$ cat config.mk
export PLATFORM = sky130hd
export DESIGN_NAME = swv_sequencer
export DESIGN_NICKNAME = d
export VERILOG_FILES = /design/src/common/swv_pkg.sv /design/src/hdl/swv_sequencer.sv
export SDC_FILE = /design/constraint.sdc
export NUM_CORES = 1
export LEC_CHECK = 0
export ABC_AREA = 1
export BUFFER_PORTS_ARGS = -buffer_cell sky130_fd_sc_hd__buf_4
export CAP_MARGIN = 20
export CORE_ASPECT_RATIO = 2
export CORE_MARGIN = 1.5
export CORE_UTILIZATION = 57
export DETAILED_ROUTE_END_ITERATION = 6
export GPL_TIMING_DRIVEN = 0
export MAX_ROUTING_LAYER = met4
export PLACE_DENSITY = 0.84
export SLEW_MARGIN = 20
export SYNTH_ARGS = -nofsm -noshare
export SYNTH_HDL_FRONTEND = slang
export SYNTH_SLANG_ARGS = --single-unit
$ cat constraint.sdc
create_clock -name clock -period 3.5 [get_ports clock]
set_input_delay 0 -clock clock [delete_from_list [all_inputs] [get_ports clock]]
set_output_delay 0 -clock clock [all_outputs]
set_load 0.02 [all_outputs]
$ cat src/common/swv_pkg.sv
// Constants and types for the write-with-verify command sequencer.
// Assumes one 250 MHz clock and a target-side phase engine outside.
// Functional notes
// - Write-verify request issues a Write, then a Verify after all blocks.
// - Requests allow up to 65535 blocks and up to 16MB minus one byte.
// - Subsystem never retries commands itself, whatever the retry option says.
// - No automatic block reassignment after persistent read or write errors.
// - Format error after target retries ends the command with error.
// - Positioning error after target retries ends the command with error.
// - Bus parity error repeats the failing bus sequence unless retries disabled.
// - Failed parity retry or nine parity errors ends command, nonrecoverable.
// - No selection answer within 260 ms gives a selection time-out error.
// - Global command timer, default 45 s, settable; expiry gives global time-out.
// - After reset, diagnostic fault reports 7F in interrupt status.
package swv_pkg;
  localparam int unsigned CLK_HZ        = 250_000_000;
  localparam int unsigned TICK_US       = 1;
  localparam int unsigned TICK_CYC      = CLK_HZ / 1_000_000 * TICK_US;
  localparam int unsigned SEL_TO_MS     = 260;
  localparam int unsigned SEL_TO_TICKS  = SEL_TO_MS * 1000 / TICK_US;
  localparam int unsigned GLB_TO_S      = 45;
  localparam int unsigned GLB_TO_TICKS  = GLB_TO_S * 1_000_000 / TICK_US;
  localparam int unsigned MAX_BLOCKS    = 65535;
  localparam int unsigned MB_BYTES      = 1_048_576;
  localparam longint unsigned MAX_BYTES = 64'(16) * MB_BYTES - 1;
  localparam int unsigned PAR_LIMIT     = 9;
  localparam logic [7:0] ST_OK          = 8'h1f;
  localparam logic [7:0] ST_RESET_OK    = 8'haf;
  localparam logic [7:0] ST_DIAG_FAIL   = 8'h7f;
  localparam logic [7:0] ST_CMD_ERR     = 8'hcf;
  localparam logic [7:0] ST_DEV_ERR     = 8'hef;

  typedef enum logic [3:0] {
    ERR_NONE    = 4'h0,
    ERR_FORMAT  = 4'h1,
    ERR_POSN    = 4'h2,
    ERR_PARITY  = 4'h3,
    ERR_SEL_TO  = 4'h4,
    ERR_GLB_TO  = 4'h5,
    ERR_LENGTH  = 4'h6,
    ERR_TARGET  = 4'h7
  } swv_err_t;

  typedef enum logic [1:0] {
    OP_WRITE  = 2'h0,
    OP_VERIFY = 2'h1
  } swv_op_t;

  typedef struct packed {
    logic [31:0] lba;
    logic [31:0] byteCount;
    logic [15:0] blockCount;
    logic        retryEnableOption;
    logic        disableRetry;
  } swv_req_t;

  typedef struct packed {
    swv_op_t     op;
    logic [31:0] lba;
    logic [15:0] blockCount;
  } swv_tcmd_t;

  typedef struct packed {
    logic     selected;
    logic     done;
    logic     good;
    logic     parityErr;
    logic     formatErr;
    logic     posnErr;
  } swv_tresp_t;
endpackage : swv_pkg

$ cat src/hdl/swv_sequencer.sv
// Write-with-verify sequencer with bus-parity retry and operation timers.
// Assumes a target phase engine that selects, runs one command and reports.
// Assumes the host retries failed requests and asks for any block reassignment.
// Timer limits are counted in ticks of one shared prescaler.
module swv_sequencer #(
  parameter int unsigned TICK_CYC     = swv_pkg::TICK_CYC,
  parameter int unsigned SEL_TO_TICKS = swv_pkg::SEL_TO_TICKS,
  parameter int unsigned GLB_DEFAULT  = swv_pkg::GLB_TO_TICKS
) (
  // Clock and reset
  input  wire logic                clock,
  input  wire logic                rst_b,
  // Reset diagnostic result
  input  wire logic                diagFault,
  // Global timeout setting
  input  wire logic                setGlbValid,
  input  wire logic [31:0]         setGlbTicks,
  // Host request
  input  wire logic                reqValid,
  output logic                     reqReady,
  input  wire swv_pkg::swv_req_t   req,
  // Completion
  output logic                     doneValid,
  output swv_pkg::swv_err_t        doneErr,
  output logic [7:0]               intStatus,
  // Target command port
  output logic                     tcmdValid,
  input  wire logic                tcmdReady,
  output swv_pkg::swv_tcmd_t       tcmd,
  output logic                     tabort,
  input  wire swv_pkg::swv_tresp_t tresp
);
  // Sequencer states
  typedef enum logic [2:0] {
    S_IDLE   = 3'b000,
    S_ISSUE  = 3'b001,
    S_SELECT = 3'b010,
    S_RUN    = 3'b011,
    S_DONE   = 3'b100
  } swv_state_t;

  // Selecting or running: the target holds the bus
  function automatic logic inTargetPhase(input swv_state_t s);
    return (s == S_SELECT) || (s == S_RUN);
  endfunction : inTargetPhase

  // A host command is in flight and its global timer runs
  function automatic logic inCommand(input swv_state_t s);
    return (s == S_ISSUE) || (s == S_SELECT) || (s == S_RUN);
  endfunction : inCommand

  // Interrupt status value for a completion code
  function automatic logic [7:0] statusFor(input swv_pkg::swv_err_t e);
    if (e == swv_pkg::ERR_NONE)
      return swv_pkg::ST_OK;
    else if (e == swv_pkg::ERR_LENGTH)
      return swv_pkg::ST_CMD_ERR;
    else
      return swv_pkg::ST_DEV_ERR;
  endfunction : statusFor

  swv_state_t        state_q;
  swv_pkg::swv_req_t req_q;
  swv_pkg::swv_op_t  op_q;
  logic [3:0]        parCnt_q;
  logic              parRetried_q;
  logic [31:0]       tickDiv_q;
  logic              tick;
  logic [31:0]       selCnt_q;
  logic [31:0]       glbCnt_q;
  logic [31:0]       glbLimit_q;
  logic              selExpired;
  logic              glbExpired;
  logic              finish;
  swv_pkg::swv_err_t finErr;
  logic              tooLong;
  logic              parityLast;
  logic              targetDone;
  logic              refuse;
  logic              report;

  assign tick       = (tickDiv_q == TICK_CYC - 1);
  assign selExpired = (state_q == S_SELECT) && (selCnt_q >= SEL_TO_TICKS);
  assign glbExpired = inCommand(state_q) && (glbCnt_q >= glbLimit_q);
  assign tooLong    = (req.blockCount > 16'(swv_pkg::MAX_BLOCKS)) ||
                      (64'(req.byteCount) > swv_pkg::MAX_BYTES);
  assign reqReady   = (state_q == S_IDLE);
  assign tcmdValid  = (state_q == S_ISSUE);
  assign tcmd       = '{op: op_q, lba: req_q.lba, blockCount: req_q.blockCount};
  assign tabort     = finish && inTargetPhase(state_q);
  assign parityLast = parRetried_q || req_q.disableRetry ||
                      (parCnt_q + 4'h1 >= 4'(swv_pkg::PAR_LIMIT));

  // Qualifiers shared by several processes
  assign targetDone = inTargetPhase(state_q) && tresp.done;
  assign refuse     = (state_q == S_IDLE) && reqValid && tooLong;
  assign report     = inCommand(state_q) && finish;

  // Completion decision for the running command
  always_comb
  begin
    finish = 1'b0;
    finErr = swv_pkg::ERR_NONE;
    if (glbExpired)
    begin
      finish = 1'b1;
      finErr = swv_pkg::ERR_GLB_TO;
    end
    else if (selExpired)
    begin
      finish = 1'b1;
      finErr = swv_pkg::ERR_SEL_TO;
    end
    else if (targetDone)
    begin
      if (tresp.parityErr)
      begin
        finish = parityLast;
        finErr = swv_pkg::ERR_PARITY;
      end
      else if (tresp.formatErr)
      begin
        finish = 1'b1;
        finErr = swv_pkg::ERR_FORMAT;
      end
      else if (tresp.posnErr)
      begin
        finish = 1'b1;
        finErr = swv_pkg::ERR_POSN;
      end
      else if (!tresp.good)
      begin
        finish = 1'b1;
        finErr = swv_pkg::ERR_TARGET;
      end
      else if (op_q == swv_pkg::OP_VERIFY)
      begin
        finish = 1'b1;
      end
    end
  end

  // Prescaled tick
  always_ff @(posedge clock or negedge rst_b)
  begin
    if (!rst_b)
      tickDiv_q <= '0;
    else if (tick)
      tickDiv_q <= '0;
    else
      tickDiv_q <= tickDiv_q + 32'h1;
  end

  // Selection timer, restarted for each selection
  always_ff @(posedge clock or negedge rst_b)
  begin
    if (!rst_b)
      selCnt_q <= '0;
    else if (state_q != S_SELECT)
      selCnt_q <= '0;
    else if (tick)
      selCnt_q <= selCnt_q + 32'h1;
  end

  // Global timer, restarted for each command
  always_ff @(posedge clock or negedge rst_b)
  begin
    if (!rst_b)
      glbCnt_q <= '0;
    else if (!inCommand(state_q))
      glbCnt_q <= '0;
    else if (tick)
      glbCnt_q <= glbCnt_q + 32'h1;
  end

  // Global timeout limit
  always_ff @(posedge clock or negedge rst_b)
  begin
    if (!rst_b)
      glbLimit_q <= GLB_DEFAULT;
    else if (setGlbValid)
      glbLimit_q <= setGlbTicks;
  end

  // Sequencing state
  always_ff @(posedge clock or negedge rst_b)
  begin
    if (!rst_b)
      state_q <= S_IDLE;
    else
      case (state_q)
        S_IDLE:
          if (reqValid && !tooLong)
            state_q <= S_ISSUE;
          else if (reqValid)
            state_q <= S_DONE;
        S_ISSUE:
          if (finish)
            state_q <= S_DONE;
          else if (tcmdReady)
            state_q <= S_SELECT;
        S_SELECT, S_RUN:
          if (finish)
            state_q <= S_DONE;
          else if (tresp.done)
            state_q <= S_ISSUE;
          else if (tresp.selected)
            state_q <= S_RUN;
        S_DONE:
          state_q <= S_IDLE;
        default:
          state_q <= S_IDLE;
      endcase
  end

  // Request capture and operation order
  always_ff @(posedge clock or negedge rst_b)
  begin
    if (!rst_b)
    begin
      req_q <= '0;
      op_q  <= swv_pkg::OP_WRITE;
    end
    else if (state_q == S_IDLE && reqValid)
    begin
      req_q <= req;
      op_q  <= swv_pkg::OP_WRITE;
    end
    else if (targetDone && !finish &&
             !tresp.parityErr && tresp.good)
      op_q  <= swv_pkg::OP_VERIFY;
  end

  // Parity error accounting
  always_ff @(posedge clock or negedge rst_b)
  begin
    if (!rst_b)
    begin
      parCnt_q     <= '0;
      parRetried_q <= 1'b0;
    end
    else if (state_q == S_IDLE)
    begin
      parCnt_q     <= '0;
      parRetried_q <= 1'b0;
    end
    else if (targetDone)
    begin
      if (tresp.parityErr)
      begin
        parCnt_q     <= parCnt_q + 4'h1;
        parRetried_q <= 1'b1;
      end
      else
        parRetried_q <= 1'b0;
    end
  end

  // Completion report
  always_ff @(posedge clock or negedge rst_b)
  begin
    if (!rst_b)
    begin
      doneValid <= 1'b0;
      doneErr   <= swv_pkg::ERR_NONE;
    end
    else
    begin
      doneValid <= 1'b0;
      if (refuse)
      begin
        doneValid <= 1'b1;
        doneErr   <= swv_pkg::ERR_LENGTH;
      end
      else if (report)
      begin
        doneValid <= 1'b1;
        doneErr   <= finErr;
      end
    end
  end

  // Interrupt status, seeded from the reset diagnostic
  logic resetSeen_q;
  always_ff @(posedge clock or negedge rst_b)
  begin
    if (!rst_b)
    begin
      intStatus   <= 8'h00;
      resetSeen_q <= 1'b0;
    end
    else if (!resetSeen_q)
    begin
      resetSeen_q <= 1'b1;
      intStatus   <= diagFault ? swv_pkg::ST_DIAG_FAIL : swv_pkg::ST_RESET_OK;
    end
    else if (refuse)
      intStatus <= statusFor(swv_pkg::ERR_LENGTH);
    else if (report)
      intStatus <= statusFor(finErr);
  end
endmodule : swv_sequencer

---- Yosys cells after proc, flatten, opt, wreduce, memory -nomap -nowiden ----
Cells that the tools add are included.
word-level totals
  register bits ........................... 201
  bits of input ports ..................... 126
  output and inout bits ................... 66
  logic and storage cells ................. 112
operators by class
  $add $sub $neg .......................... 4
  $lt $le $gt $ge ......................... 5
  equality and inequality tests ........... 12
  multiplexer cells ....................... 46
  reductions and logical operators ........ 30
operators by type and width
  kind                                                                               count
  32-bit 2-to-1 mux                                                                  5
  32-bit by 1-bit adder with 32-bit output, second input constant                    3
  3-bit 2-to-1 mux                                                                   14
  8-bit 2-to-1 mux                                                                   5
  32-bit by 8-bit == test with 1-bit output, second input constant                   1
  32-bit by 18-bit >= comparator with 1-bit output, second input constant            1
  32-bit >= comparator                                                               1
  32-bit by 24-bit greater-than comparator with 1-bit output, second input constant  1
  4-bit 2-to-1 mux                                                                   5
  16-bit greater-than comparator, second input constant                              1
  1-bit 2-to-1 mux                                                                   13
  1-bit logical AND                                                                  11
  2-bit nonzero test                                                                 5
  3-bit one-hot mux with 3 select lines                                              1
  3-bit by 2-bit == test with 1-bit output, second input constant                    2
  1-bit logical OR                                                                   6
  6-bit 2-to-1 mux                                                                   1
  3-bit by 2-bit != test with 1-bit output, second input constant                    2
  4-bit by 1-bit adder with 4-bit output, second input constant                      1
  4-bit by 3-bit == test with 1-bit output, second input constant                    1
  4-bit >= comparator, second input constant                                         1
  4-bit zero test                                                                    1
  2-bit 2-to-1 mux                                                                   2
  4-bit != test, second input constant                                               1
  10 further kinds                                                                   12

---- Logic depth before layout (Yosys ltp) ----
Gate-level depths: netlist of run 1.
  depth in word-level cells ............... 15
  gate-level depth with buffers ........... 20
  mapped depth without buffers ............ 20

---- Worst setup path before layout of run 1 ----
No wires, ideal clock.
  kind .................................... register -> register
  from .................................... register glbLimit_q[15]
  to ...................................... register intStatus[3]
  library setup time ...................... 0.124 ns
  arrival time ............................ 1.906 ns
  data required time ...................... 3.376 ns
  setup slack ............................. 1.470 ns
  stages on the path, launching flop included .. 15
  path buffers ............................ 0
  clock period less this slack ............ 2.030 ns
  cells stage by stage .................... dfstp_2 > inv_1 > ha_1 > a21o_1 > nor2_1 > nand2_1 > nor2_1 > nand2_1 > nand2_1 > nand2_1 > nand2_1 > nand2_4 > inv_2 > nand2_1 > or2_1
on the way
  longest elaborated chain between the ends .. 8
  elaborated cells on any way between the ends .. 11
  those cells by class .................... 1 x order compare; 1 x eq/ne; 6 x mux; 3 x reduce/logical
ends and longest elaborated chain
  what                      RTL line              RTL
  start: declaration        swv_sequencer.sv:71   logic [31:0] glbLimit_q;
  start signal: assignment  swv_sequencer.sv:182  glbLimit_q <= setGlbTicks;
  32-bit >= comparator (*)  swv_sequencer.sv:84   assign glbExpired = inCommand(state_q) && (glbCnt_q >= glbLimit_q);
  1-bit logical AND (*)     swv_sequencer.sv:84
  3-bit 2-to-1 mux          swv_sequencer.sv:104  if (glbExpired)
  4-bit zero test           swv_sequencer.sv:54   if (e == swv_pkg::ERR_NONE)
  8-bit 2-to-1 mux          swv_sequencer.sv:54
  8-bit 2-to-1 mux          swv_sequencer.sv:299  else if (report)
  8-bit 2-to-1 mux          swv_sequencer.sv:297  else if (refuse)
  8-bit 2-to-1 mux          swv_sequencer.sv:292  else if (!resetSeen_q)
  end signal: assignment    swv_sequencer.sv:295  intStatus <= diagFault ? swv_pkg::ST_DIAG_FAIL : swv_pkg::ST_RESET_OK;
  end signal: assignment    swv_sequencer.sv:298  intStatus <= statusFor(swv_pkg::ERR_LENGTH);
  end signal: assignment    swv_sequencer.sv:300  intStatus <= statusFor(finErr);
  end: declaration          swv_sequencer.sv:25   output logic [7:0] intStatus,
Every way passes the cells marked *; elsewhere a longest branch is shown, timed or not. The select of a mux whose other input is x is not followed.
A chain may end at the register's enable or synchronous reset.

---- Worst setup path in the final report of run 1 ----
  from .................................... register glbCnt_q[0]
  to ...................................... register state_q[1]
on the way
  longest elaborated chain between the ends .. 5
  elaborated cells on any way between the ends .. 9
  those cells by class .................... 1 x order compare; 2 x eq/ne; 4 x mux; 2 x reduce/logical
ends and longest elaborated chain
  what                                                                                                  RTL line              RTL
  start: declaration                                                                                    swv_sequencer.sv:70   logic [31:0] glbCnt_q;
  start signal: assignment                                                                              swv_sequencer.sv:173  glbCnt_q <= glbCnt_q + 32'h1;
  32-bit >= comparator (*)                                                                              swv_sequencer.sv:84
  1-bit logical AND (*)                                                                                 swv_sequencer.sv:84
  1-bit 2-to-1 mux (*)                                                                                  swv_sequencer.sv:104
  4-bit != test (no source line), or another cell as far along                                          n/a
  3-bit AND reduction (no source line) / 3-bit one-hot mux with 3 select lines (equally long branches)  n/a
  end signal: assignment                                                                                swv_sequencer.sv:189  state_q <= S_IDLE;
  end signal: assignment                                                                                swv_sequencer.sv:194  state_q <= S_ISSUE;
  end signal: assignment                                                                                swv_sequencer.sv:196  state_q <= S_DONE;
  end: declaration                                                                                      swv_sequencer.sv:62   swv_state_t state_q;
Every way passes the cells marked *; elsewhere a longest branch is shown, timed or not.

==> results of run 1 <==
metrics by stage:
step	total power [mW]	worst slack, ns	util
floorplan	2.88	1.47	-
global placement	3.19	0.971	0.662
detailed placement	3.23	0.900	0.665
CTS	5.16	0.390	0.741
global route	5.37	0.159	0.741
finish	5.19	0.330	0.741
cell type report:
type                    instances  area [um^2]
plain buffers                  83          519
diodes                          2         5.00
flip-flops and latches        196         4920
clock inverters                13         98.8
clock buffers                  19          443
inverters                     186          698
repair buffers                256         2200
well taps                     259          324
fillers                      1492         5000
multi-input cells            1008         5080
metal layers:
metal	wire length, um	part of all wire	global-route usage
met1	12000	0.35	0.357
met2	18800	0.55	0.641
met3	1450	0.042	0.0618
met4	2120	0.062	0.216
met5	0	0	-
worst paths after layout:
path	cells after the start	endpoint	from
max	17	state_q[1]	glbCnt_q[0]
min	7	state_q[0]	tcmdReady
max reg2reg	17	state_q[1]	glbCnt_q[0]
min reg2reg	1	selCnt_q[2]	selCnt_q[2]
max in group asynchronous	3	glbLimit_q[8]	rst_b
min in group asynchronous	2	tickDiv_q[19]	rst_b
logic make-up after synthesis:
family,Yosys count,share of synthesized area
mux,1,0.00100
xor+xnor,43,0.0336
other cells,2,0.000670
flops,196,0.439
buf+inv,269,0.109
fa+ha+maj,39,0.0435
compound gates,151,0.0728
simple gates,771,0.301
registers in the layout (all words and copies together) (netlist names):
| register | flops |
|---|---|
| doneErr | 3 |
| doneValid | 1 |
| glbCnt_q | 32 |
| glbLimit_q | 32 |
| intStatus | 5 |
| op_q | 1 |
| parCnt_q | 4 |
| parRetried_q | 1 |
| req_q | 1 |
| resetSeen_q | 1 |
| selCnt_q | 32 |
| state_q | 3 |
| tcmd | 48 |
| tickDiv_q | 32 |
power groups by stage:
stage / Clock, mW / Sequential (mW) / Combinational (mW)
2_1_floorplan: 0 / 2.48 / 0.402
3_3_place_gp: 0 / 2.48 / 0.710
3_5_place_dp: 0 / 2.49 / 0.738
4_1_cts: 1.89 / 2.45 / 0.822
5_1_grt: 1.98 / 2.46 / 0.920
6_report: 1.88 / 2.45 / 0.852
cell usage in the layout (no fill, tap or decap), types with 3 or more instances in the layout:
master         netlist  layout
clkbuf_1            22      23
nor4_1              25      25
clkbuf_16            0      17
inv_2                8       8
nor2_1             135     135
clkinv_2             0       4
nand3_1             48      48
inv_1              177     177
dlygate4sd3_1        0      91
dfstp_2             11      11
or2_2                4       4
nor3_4               4       4
o21a_1               5       5
nand4_1             38      38
nor3_1              56      56
xor2_1              36      36
o31ai_1             13      13
nor3_2               6       6
buf_2                7       7
o21ai_0             84      84
xnor2_1              7       7
buf_4               53     215
conb_1               2       3
nor2_2               7       7
ha_1                39      39
inv_6                0       4
a21oi_1             42      42
nand2_1            433     433
dfrtp_1            185     185
worst register-to-register path: stages (launching register included):
cell           delay, ns
dfrtp_1             0.42
clkinv_1            0.27
ha_1                0.37
nand2_1             0.07
nor2_1              0.06
nand2_1             0.08
nor2_1              0.04
nor2_1              0.09
nand2_1             0.09
nand2_1             0.07
nand2_1             0.08
nand2_1             0.29
nand2_4             0.12
inv_2               0.13
nand3_1             0.15
nand3_1             0.12
nand2_1             0.05
dlygate4sd3_1       0.55
==> results.py, run 1 <==
metrics = {
    "outcome": {
        "run_status": "finished clean",
    },
    "sta": {
        "period_needed_ns": 3.17,
        "finalSetupViolations": 0,
        "rsz0062_at_grt": "no",
        "tightest_slew_ns": 0.711,
        "min_period_over_period": 0.906,
        "drv_slew": 0,
        "finalHoldViolCount": 0,
        "skew_ns": 0.0110,
        "hold_slack_ns": 0.0270,
        "fmax_mhz": 315,
        "fin_setup_tns_ns": 0,
        "timing.slew.headroom": 0.526,
    },
    "drt": {
        "firstDrtPassIters": 5,
        "first_iter_violations": 583,
        "dr_total_vias": 10900,
        "finalWirelength_mm": 34.4,
        "wire_per_inst_um": 17.0,
        "ant_nets": 0,
        "vias_per_cell": 5.40,
        "drc_errors": 0,
    },
    "power_and_ir_drop": {
        "ir_worst_vdd_uv": 437,
        "internal_power_mw": 3.74,
        "switchingPower_mw": 1.45,
        "powerDensity_nw_per_um2": 363,
        "p_seq_frac": 0.473,
        "p_clk_frac": 0.363,
        "p_sw_frac": 0.279,
        "p_leak_nw": 6.83,
        "pwr-share-comb": 0.164,
    },
    "setup_path": {
        "path_cells": "clkinv_1, ha_1, nand2_1, nor2_1, nand2_1, nor2_1, nor2_1, nand2_1, nand2_1, nand2_1, nand2_1, nand2_4, inv_2, nand3_1, nand3_1, nand2_1, dlygate4sd3_1",
        "worstPathRequired_ns": 3.85,
        "path_max_fanout": 8,
        "cp.buffers_inverters": 3,
        "cp-start-kind": "register",
        "path_delay_family": "simple AND/OR/NAND/NOR gates",
        "max_stage_delay_ns": 0.55,
        "cp_slowest_cell": "dlygate4sd3_1",
        "critPathCaptureType": "register",
        "reg2reg_slack_ns": 0.33,
        "critPathArrivalTime_ns": 3.51,
        "cpMostUsedCell": "nand2_1",
        "critPathKind": "register to register",
    },
    "clocking": {
        "ctsLongestPathBuffers": 2,
        "cts_sinks": 196,
        "clkLatencyLatePin_ns": 0.46,
        "htree_levels": 4,
        "cts_setup_buffers": 0,
        "cts_root_buffer": "clkbuf_16",
        "cts_hold_buffers": 91,
        "cts_made_buffers": 17,
        "path_clk_slew_ns": 0.07,
        "cts_tree": "yes",
        "cts_resized": 0,
    },
    "die": {
        "ios": 192,
        "row_count": 72,
        "start_util": 0.581,
        "die_area_um2": 20600,
        "die_w_um": 102,
        "coreArea_um2": 19300,
        "die_y_um": 201,
    },
    "grt": {
        "antenna_found_initial": 2,
        "grt_pass1_vias": 11700,
        "grt_max_degree": 74,
        "grt_usage": 0.362,
        "grt_overflow_total": 0,
        "grt_pass1_wl_mm": 55.5,
    },
    "synth": {
        "ys_ff_latch": 196,
        "synth.avg_cell_area_um2": 7.62,
        "syn_area_um2": 11200,
        "synth_common_cells": "433 x nand2_1, 185 x dfrtp_1, 177 x inv_1, 135 x nor2_1, 84 x o21ai_0",
        "synth_cell_types": 42,
        "yosys_warnings": 0,
        "ys_seq_area_frac": 0.439,
        "ys.flop_type": "dfrtp_1",
        "synth_top_area_frac": 0.413,
        "synth_cells": 1472,
        "yosysTopAreaCell": "dfrtp_1",
        "ys_async_sr_fraction": 1.00,
        "synth_edf_count": 0,
        "synth_area_leaders": "dfrtp_1 41%, nand2_1 14%, inv_1 5.9%",
        "synthMostInstantiatedCell": "nand2_1",
    },
    "layout": {
        "area_delta_synth_final_pct": 27.4,
        "fin_area_um2": 14300,
        "drive_gt1_frac": 0.173,
        "fin_nets": 1913,
        "layout.cells.non_filler": 2022,
    },
    "flow_run": {
        "cap_violations": 0,
    },
    "hold_path": {
        "min_path_type": "input port to register",
    },
    "placed_design": {
        "hpwl_mm": 23.7,
        "gp_congestion": 0.979,
        "dp.cells": 1897,
        "place_area_um2": 12800,
        "portBuffers": 163,
    },
}
Note: power is estimated with default switching activity, not from simulation.
==> run 2: changes to the inputs <==
Settings changed: CELL_PAD_IN_SITES_DETAIL_PLACEMENT set to 1, CELL_PAD_IN_SITES_GLOBAL_PLACEMENT set to 2, CORE_UTILIZATION 57 to 35, PLACE_DENSITY 0.84 to 0.89.
==> run 2 against run 1 <==
- maximum frequency decreased by 2.6%
- final cell count increased by 8.1%
- sequential power about the same
- first-iteration DRC count decreased by 51%
- sequential cell count unchanged
- register-to-register slack got worse by 0.08 ns
- global-route usage decreased by 11 points
- clock skew increased by 0.0010 ns
- combinational power decreased by 0.8%
- count of clock-buffer cells in the layout decreased by 2
- largest power group unchanged
==> results.py, run 2 (synthesis gave the netlist of run 1 again) <==
metrics = {
    "outcome": {
        "run_status": "finished clean",
    },
    "setup_path": {
        "critPathArrivalTime_ns": 3.61,
        "critPathKind": "register to register",
        "reg2regPathDepth": 17,
        "worstPathRequired_ns": 3.86,
        "path_max_fanout": 8,
        "cp-start-kind": "register",
        "critPathCaptureType": "register",
    },
    "die": {
        "row_count": 92,
        "die_w_um": 130,
        "die_y_um": 256,
        "die_area_um2": 33200,
        "coreArea_um2": 31500,
        "start_util": 0.355,
        "ios": 192,
    },
    "sta": {
        "skew_ns": 0.0120,
        "setup_ws_ns": 0.247,
        "timing.slew.headroom": 0.488,
        "min_period_over_period": 0.929,
        "finalSetupViolations": 0,
        "tightest_slew_ns": 0.761,
        "drv_slew": 0,
        "period_needed_ns": 3.25,
        "fin_setup_tns_ns": 0,
        "rsz0062_at_grt": "no",
        "fmax_mhz": 307,
        "finalHoldViolCount": 0,
    },
    "hold_path": {
        "min_path_type": "input port to register",
        "holdPathStages": 5,
    },
    "drt": {
        "first_iter_violations": 286,
        "wire_per_inst_um": 17.5,
        "firstDrtPassIters": 4,
        "ant_nets": 0,
        "drc_errors": 0,
        "finalWirelength_mm": 38.2,
        "vias_per_cell": 4.95,
        "dr_total_vias": 10800,
    },
    "layout": {
        "mostFrequentLayoutCell": "nand2_1",
        "layout.cells.non_filler": 2186,
        "largest_reg_flops": 48,
        "drive_gt1_frac": 0.174,
        "nFillCells": 3989,
        "fin_nets": 1915,
        "area_delta_synth_final_pct": 29.7,
        "layout_common_cells": "432 x nand2_1, 215 x buf_4, 185 x dfrtp_1, 177 x inv_1, 135 x nor2_1",
        "multi_input_area_um2": 5080,
        "ff_latch_area_um2": 4920,
        "fin_util": 0.461,
        "antenna_cells": 0,
    },
    "flow_run": {
        "cap_violations": 0,
    },
    "grt": {
        "grt_max_degree": 95,
        "antenna_found_initial": 0,
        "grt_overflow_total": 0,
        "grt_pass1_wl_mm": 61.5,
        "grt_usage": 0.251,
        "grt_pass1_vias": 12300,
    },
    "clocking": {
        "path_clk_slew_ns": 0.08,
        "cts_sinks": 196,
        "clkLatencyLatePin_ns": 0.47,
        "cts_tree": "yes",
        "cts_made_buffers": 17,
        "htree_levels": 4,
        "cts_root_buffer": "clkbuf_16",
        "ctsLongestPathBuffers": 2,
        "cts_setup_buffers": 0,
    },
    "placed_design": {
        "place_ws_ns": 0.639,
        "hpwl_mm": 29.7,
        "dp.cells": 2061,
        "portBuffers": 163,
        "gp_congestion": 0.944,
    },
    "power_and_ir_drop": {
        "ir_worst_vdd_uv": 380,
        "p_leak_nw": 6.86,
        "finalPower_mw": 5.31,
        "powerDensity_nw_per_um2": 365,
    },
}
[run 2: cell count changes in the layout (fill, tap and decap cells not counted), sizes merged]
cell         before  now
inv             190  196
clkinv            7    4
clkbuf           41   39
dlygate4sd3      91   93
clkinvlp          2    1
diode             2    0
[run 2: worst paths after layout]
| kind | startpoint | to | slack (ns) |
|---|---|---|---|
| hold reg to reg | selCnt_q[2] | selCnt_q[2] | 0.46 |
| min in group asynchronous | rst_b | tickDiv_q[20] | 0.13 |
| setup / recovery | glbCnt_q[0] | state_q[1] | 0.25 |
| max in group asynchronous | rst_b | tcmd[16] | 2.38 |
| hold / removal | tresp[4] | op_q[0] | 0.03 |
| setup reg to reg | glbCnt_q[0] | state_q[1] | 0.25 |
[run 2: area by class of cell]
type	instances	area share
Timing Repair Buffer	258	0.152
Sequential cell	196	0.338
Inverter	186	0.0480
Clock buffer	17	0.0293
Tap cell	423	0.0364
Clock inverter	15	0.0105
Buffer	83	0.0357
Multi-Input combinational cell	1008	0.349
[run 2: worst max-delay path, stage by stage (launching register included)]
cell           delay (ns)
dfrtp_1              0.39
clkinv_1             0.29
ha_1                 0.40
nand2_1              0.09
nor2_1               0.05
nand2_1              0.07
nor2_1               0.04
nor2_1               0.09
nand2_1              0.18
nand2_1              0.10
nand2_1              0.07
nand2_2              0.20
nand2_4              0.10
inv_2                0.15
nand3_1              0.17
nand3_1              0.13
nand2_1              0.05
dlygate4sd3_1        0.55
[run 2: power breakdown]
part           switching, mW  leakage [nW]  internal [mW]
sequential            0.0581          2.53           2.39
combinational          0.430          4.05          0.416
clock                   1.06         0.282          0.957
[run 2: repair_timing]
item                       in CTS  in global routing
resized for setup               0                  1
hold endpoints to repair      273                  0
hold buffers                   93                  0
setup endpoints to repair       0                  1
[run 2: per-layer routing]
metal / vias up / wire (um) / track usage
li1: 5214 / - / -
met1: 5233 / 12200 / 0.212
met2: 253 / 22000 / 0.482
met3: 131 / 981 / 0.0370
met4: 0 / 2950 / 0.173
met5: - / 0 / -
[run 2: metrics by stage]
| step | hold WS [ns] | area (um^2) |
|---|---|---|
| 5_1_grt | 0.0652 | 14500 |
| 4_1_cts | 0.0299 | 14500 |
| 3_5_place_dp | -0.165 | 13000 |
| 6_report | 0.0327 | 14500 |
| 2_1_floorplan | -0.296 | 11200 |
| 3_3_place_gp | 0.201 | 13000 |
==> run 3: changes to the inputs <==
Settings changed: CORE_MARGIN 1.5 to 1.
==> run 3 against run 2 <==
- combinational power about the same
- critical path depth unchanged
- maximum frequency up 3.0%
- worst setup slack better by 0.095 ns
- routed wire length down 0.62%
- via count down 0.71%
- largest power group unchanged
==> results.py, run 3 (synthesis gave the netlist of run 1 again) <==
metrics = {
    "outcome": {
        "run_status": "finished clean",
    },
    "layout": {
        "drive_gt1_frac": 0.175,
        "largest_reg_flops": 48,
        "layout_common_cells": "432 x nand2_1, 215 x buf_4, 185 x dfrtp_1, 177 x inv_1, 135 x nor2_1",
        "nFillCells": 3966,
        "mostFrequentLayoutCell": "nand2_1",
        "layout.cells.non_filler": 2185,
        "fin_nets": 1912,
        "area_delta_synth_final_pct": 29.7,
    },
    "setup_path": {
        "cp.buffers_inverters": 3,
        "max_stage_delay_ns": 0.54,
        "path_max_fanout": 8,
        "path_cells": "clkinvlp_4, ha_1, nand2_1, nor2_1, nand2_1, nor2_1, nor2_1, nand2_1, nand2_1, nand2_1, nand2_2, nand2_4, inv_2, nand3_1, nand3_1, nand2_1, dlygate4sd3_1",
        "cpMostUsedCell": "nand2_1",
        "cp-start-kind": "register",
        "cp_slowest_cell": "dlygate4sd3_1",
        "critPathKind": "register to register",
        "critPathCaptureType": "register",
        "path_delay_family": "simple AND/OR/NAND/NOR gates",
        "worstPathRequired_ns": 3.86,
        "critPathArrivalTime_ns": 3.51,
    },
    "sta": {
        "min_period_over_period": 0.902,
        "drv_slew": 0,
        "period_needed_ns": 3.16,
        "rsz0062_at_grt": "no",
        "finalSetupViolations": 0,
        "timing.slew.headroom": 0.481,
        "finalHoldViolCount": 0,
        "fmax_mhz": 317,
        "skew_ns": 0.00801,
        "tightest_slew_ns": 0.779,
        "fin_setup_tns_ns": 0,
    },
    "clocking": {
        "htree_levels": 4,
        "cts_setup_buffers": 0,
        "path_clk_slew_ns": 0.08,
        "ctsLongestPathBuffers": 2,
        "cts_sinks": 196,
        "cts_root_buffer": "clkbuf_16",
        "cts_made_buffers": 17,
        "clkLatencyLatePin_ns": 0.47,
        "cts_tree": "yes",
    },
    "power_and_ir_drop": {
        "ir_worst_vdd_uv": 379,
        "p_leak_nw": 6.85,
        "internal_power_mw": 3.82,
        "p_seq_frac": 0.458,
        "pwr-share-comb": 0.158,
        "p_clk_frac": 0.384,
        "powerDensity_nw_per_um2": 367,
        "switchingPower_mw": 1.52,
        "p_sw_frac": 0.285,
    },
    "drt": {
        "drc_errors": 0,
        "firstDrtPassIters": 4,
        "vias_per_cell": 4.92,
        "ant_nets": 0,
        "first_iter_violations": 341,
        "finalWirelength_mm": 37.9,
        "wire_per_inst_um": 17.4,
        "dr_total_vias": 10800,
    },
    "grt": {
        "grt_pass1_wl_mm": 60.2,
        "grt_pass1_vias": 12000,
        "antenna_found_initial": 0,
        "grt_max_degree": 82,
        "grt_overflow_total": 0,
        "grt_usage": 0.249,
    },
    "die": {
        "start_util": 0.355,
        "die_w_um": 129,
        "die_area_um2": 32800,
        "ios": 192,
        "row_count": 92,
        "coreArea_um2": 31500,
        "die_y_um": 255,
    },
    "placed_design": {
        "hpwl_mm": 29.2,
        "gp_congestion": 0.922,
        "portBuffers": 163,
        "dp.cells": 2061,
    },
    "hold_path": {
        "min_path_type": "input port to register",
    },
    "flow_run": {
        "cap_violations": 0,
    },
}
run 3: cell count changes in the layout (fill, tap and decap cells not counted):
cell           before  now
inv_8               3    2
bufinv_16           0    1
clkinv_4            1    4
inv_6               8    4
dlygate4sd3_1      93   90
diode_2             0    2
clkinv_1            1    0
clkinvlp_4          1    3
run 3: worst register-to-register path: stages, from the launching register on:
cell and delay (ns):
dfrtp_1 0.43, clkinvlp_4 0.29, ha_1 0.37, nand2_1 0.06, nor2_1 0.04, nand2_1 0.07
nor2_1 0.04, nor2_1 0.09, nand2_1 0.14, nand2_1 0.09, nand2_1 0.08, nand2_2 0.19
nand2_4 0.11, inv_2 0.16, nand3_1 0.16, nand3_1 0.13, nand2_1 0.05, dlygate4sd3_1 0.54
run 3: final timing paths:
kind / start / end / slack [ns] / cells after the start
worst min register to register: selCnt_q[2] / selCnt_q[2] / 0.46 / 1
worst max-delay path: glbCnt_q[0] / state_q[1] / 0.34 / 17
worst min-delay path: tcmdReady / state_q[0] / 0.02 / 7
max in group asynchronous: rst_b / tcmd[9] / 2.30 / 4
min in group asynchronous: rst_b / glbLimit_q[20] / 0.03 / 2
worst max register to register: glbCnt_q[0] / state_q[1] / 0.34 / 17
run 3: routing by layer:
| metal | wire, um | vias to the layer above | global-route usage |
|---|---|---|---|
| met3 | 969 | 98 | 0.0328 |
| met5 | 0 | - | - |
| li1 | - | 5208 | - |
| met4 | 1750 | 0 | 0.135 |
| met2 | 22200 | 226 | 0.495 |
| met1 | 13000 | 5222 | 0.220 |
run 3: metrics by stage:
step           setup WS (ns)  area [um^2]  total power, mW  hold WS [ns]  utilization
6_report               0.342        14500             5.34        0.0214        0.461
5_1_grt               0.0537        14500             5.55        0.0444        0.461
3_3_place_gp           0.613        13000             3.22         0.201        0.411
2_1_floorplan           1.47        11200             2.88        -0.296            -
4_1_cts               0.0285        14500             5.39      0.000602        0.461
3_5_place_dp           0.569        13000             3.25       -0.0439        0.413
run 3: power by group through the flow:
stage | Clock, mW | Combinational (mW) | Sequential, mW
after floorplan | 0 | 0.402 | 2.48
after global placement | 0 | 0.735 | 2.48
after detailed placement | 0 | 0.763 | 2.49
after CTS | 2.10 | 0.848 | 2.45
after global routing | 2.16 | 0.926 | 2.46
final | 2.05 | 0.845 | 2.45
run 3: cell type report:
type	count	area [um^2]	share of cell area
inverters	186	702	0.0483
clock inverters	15	170	0.0117
diodes	2	5.00	0.000344
flip-flops and latches	196	4920	0.338
multi-input cells	1008	5080	0.349
well taps	423	529	0.0364
plain buffers	83	519	0.0357
repair buffers	255	2190	0.150
clock buffers	17	425	0.0293
run 3: timing repair:
action / in CTS / in global routing
endpoints found under the hold margin: 199 / 0
hold buffers: 90 / 0
setup endpoints to repair: 0 / 1
gates resized for setup: 0 / 2
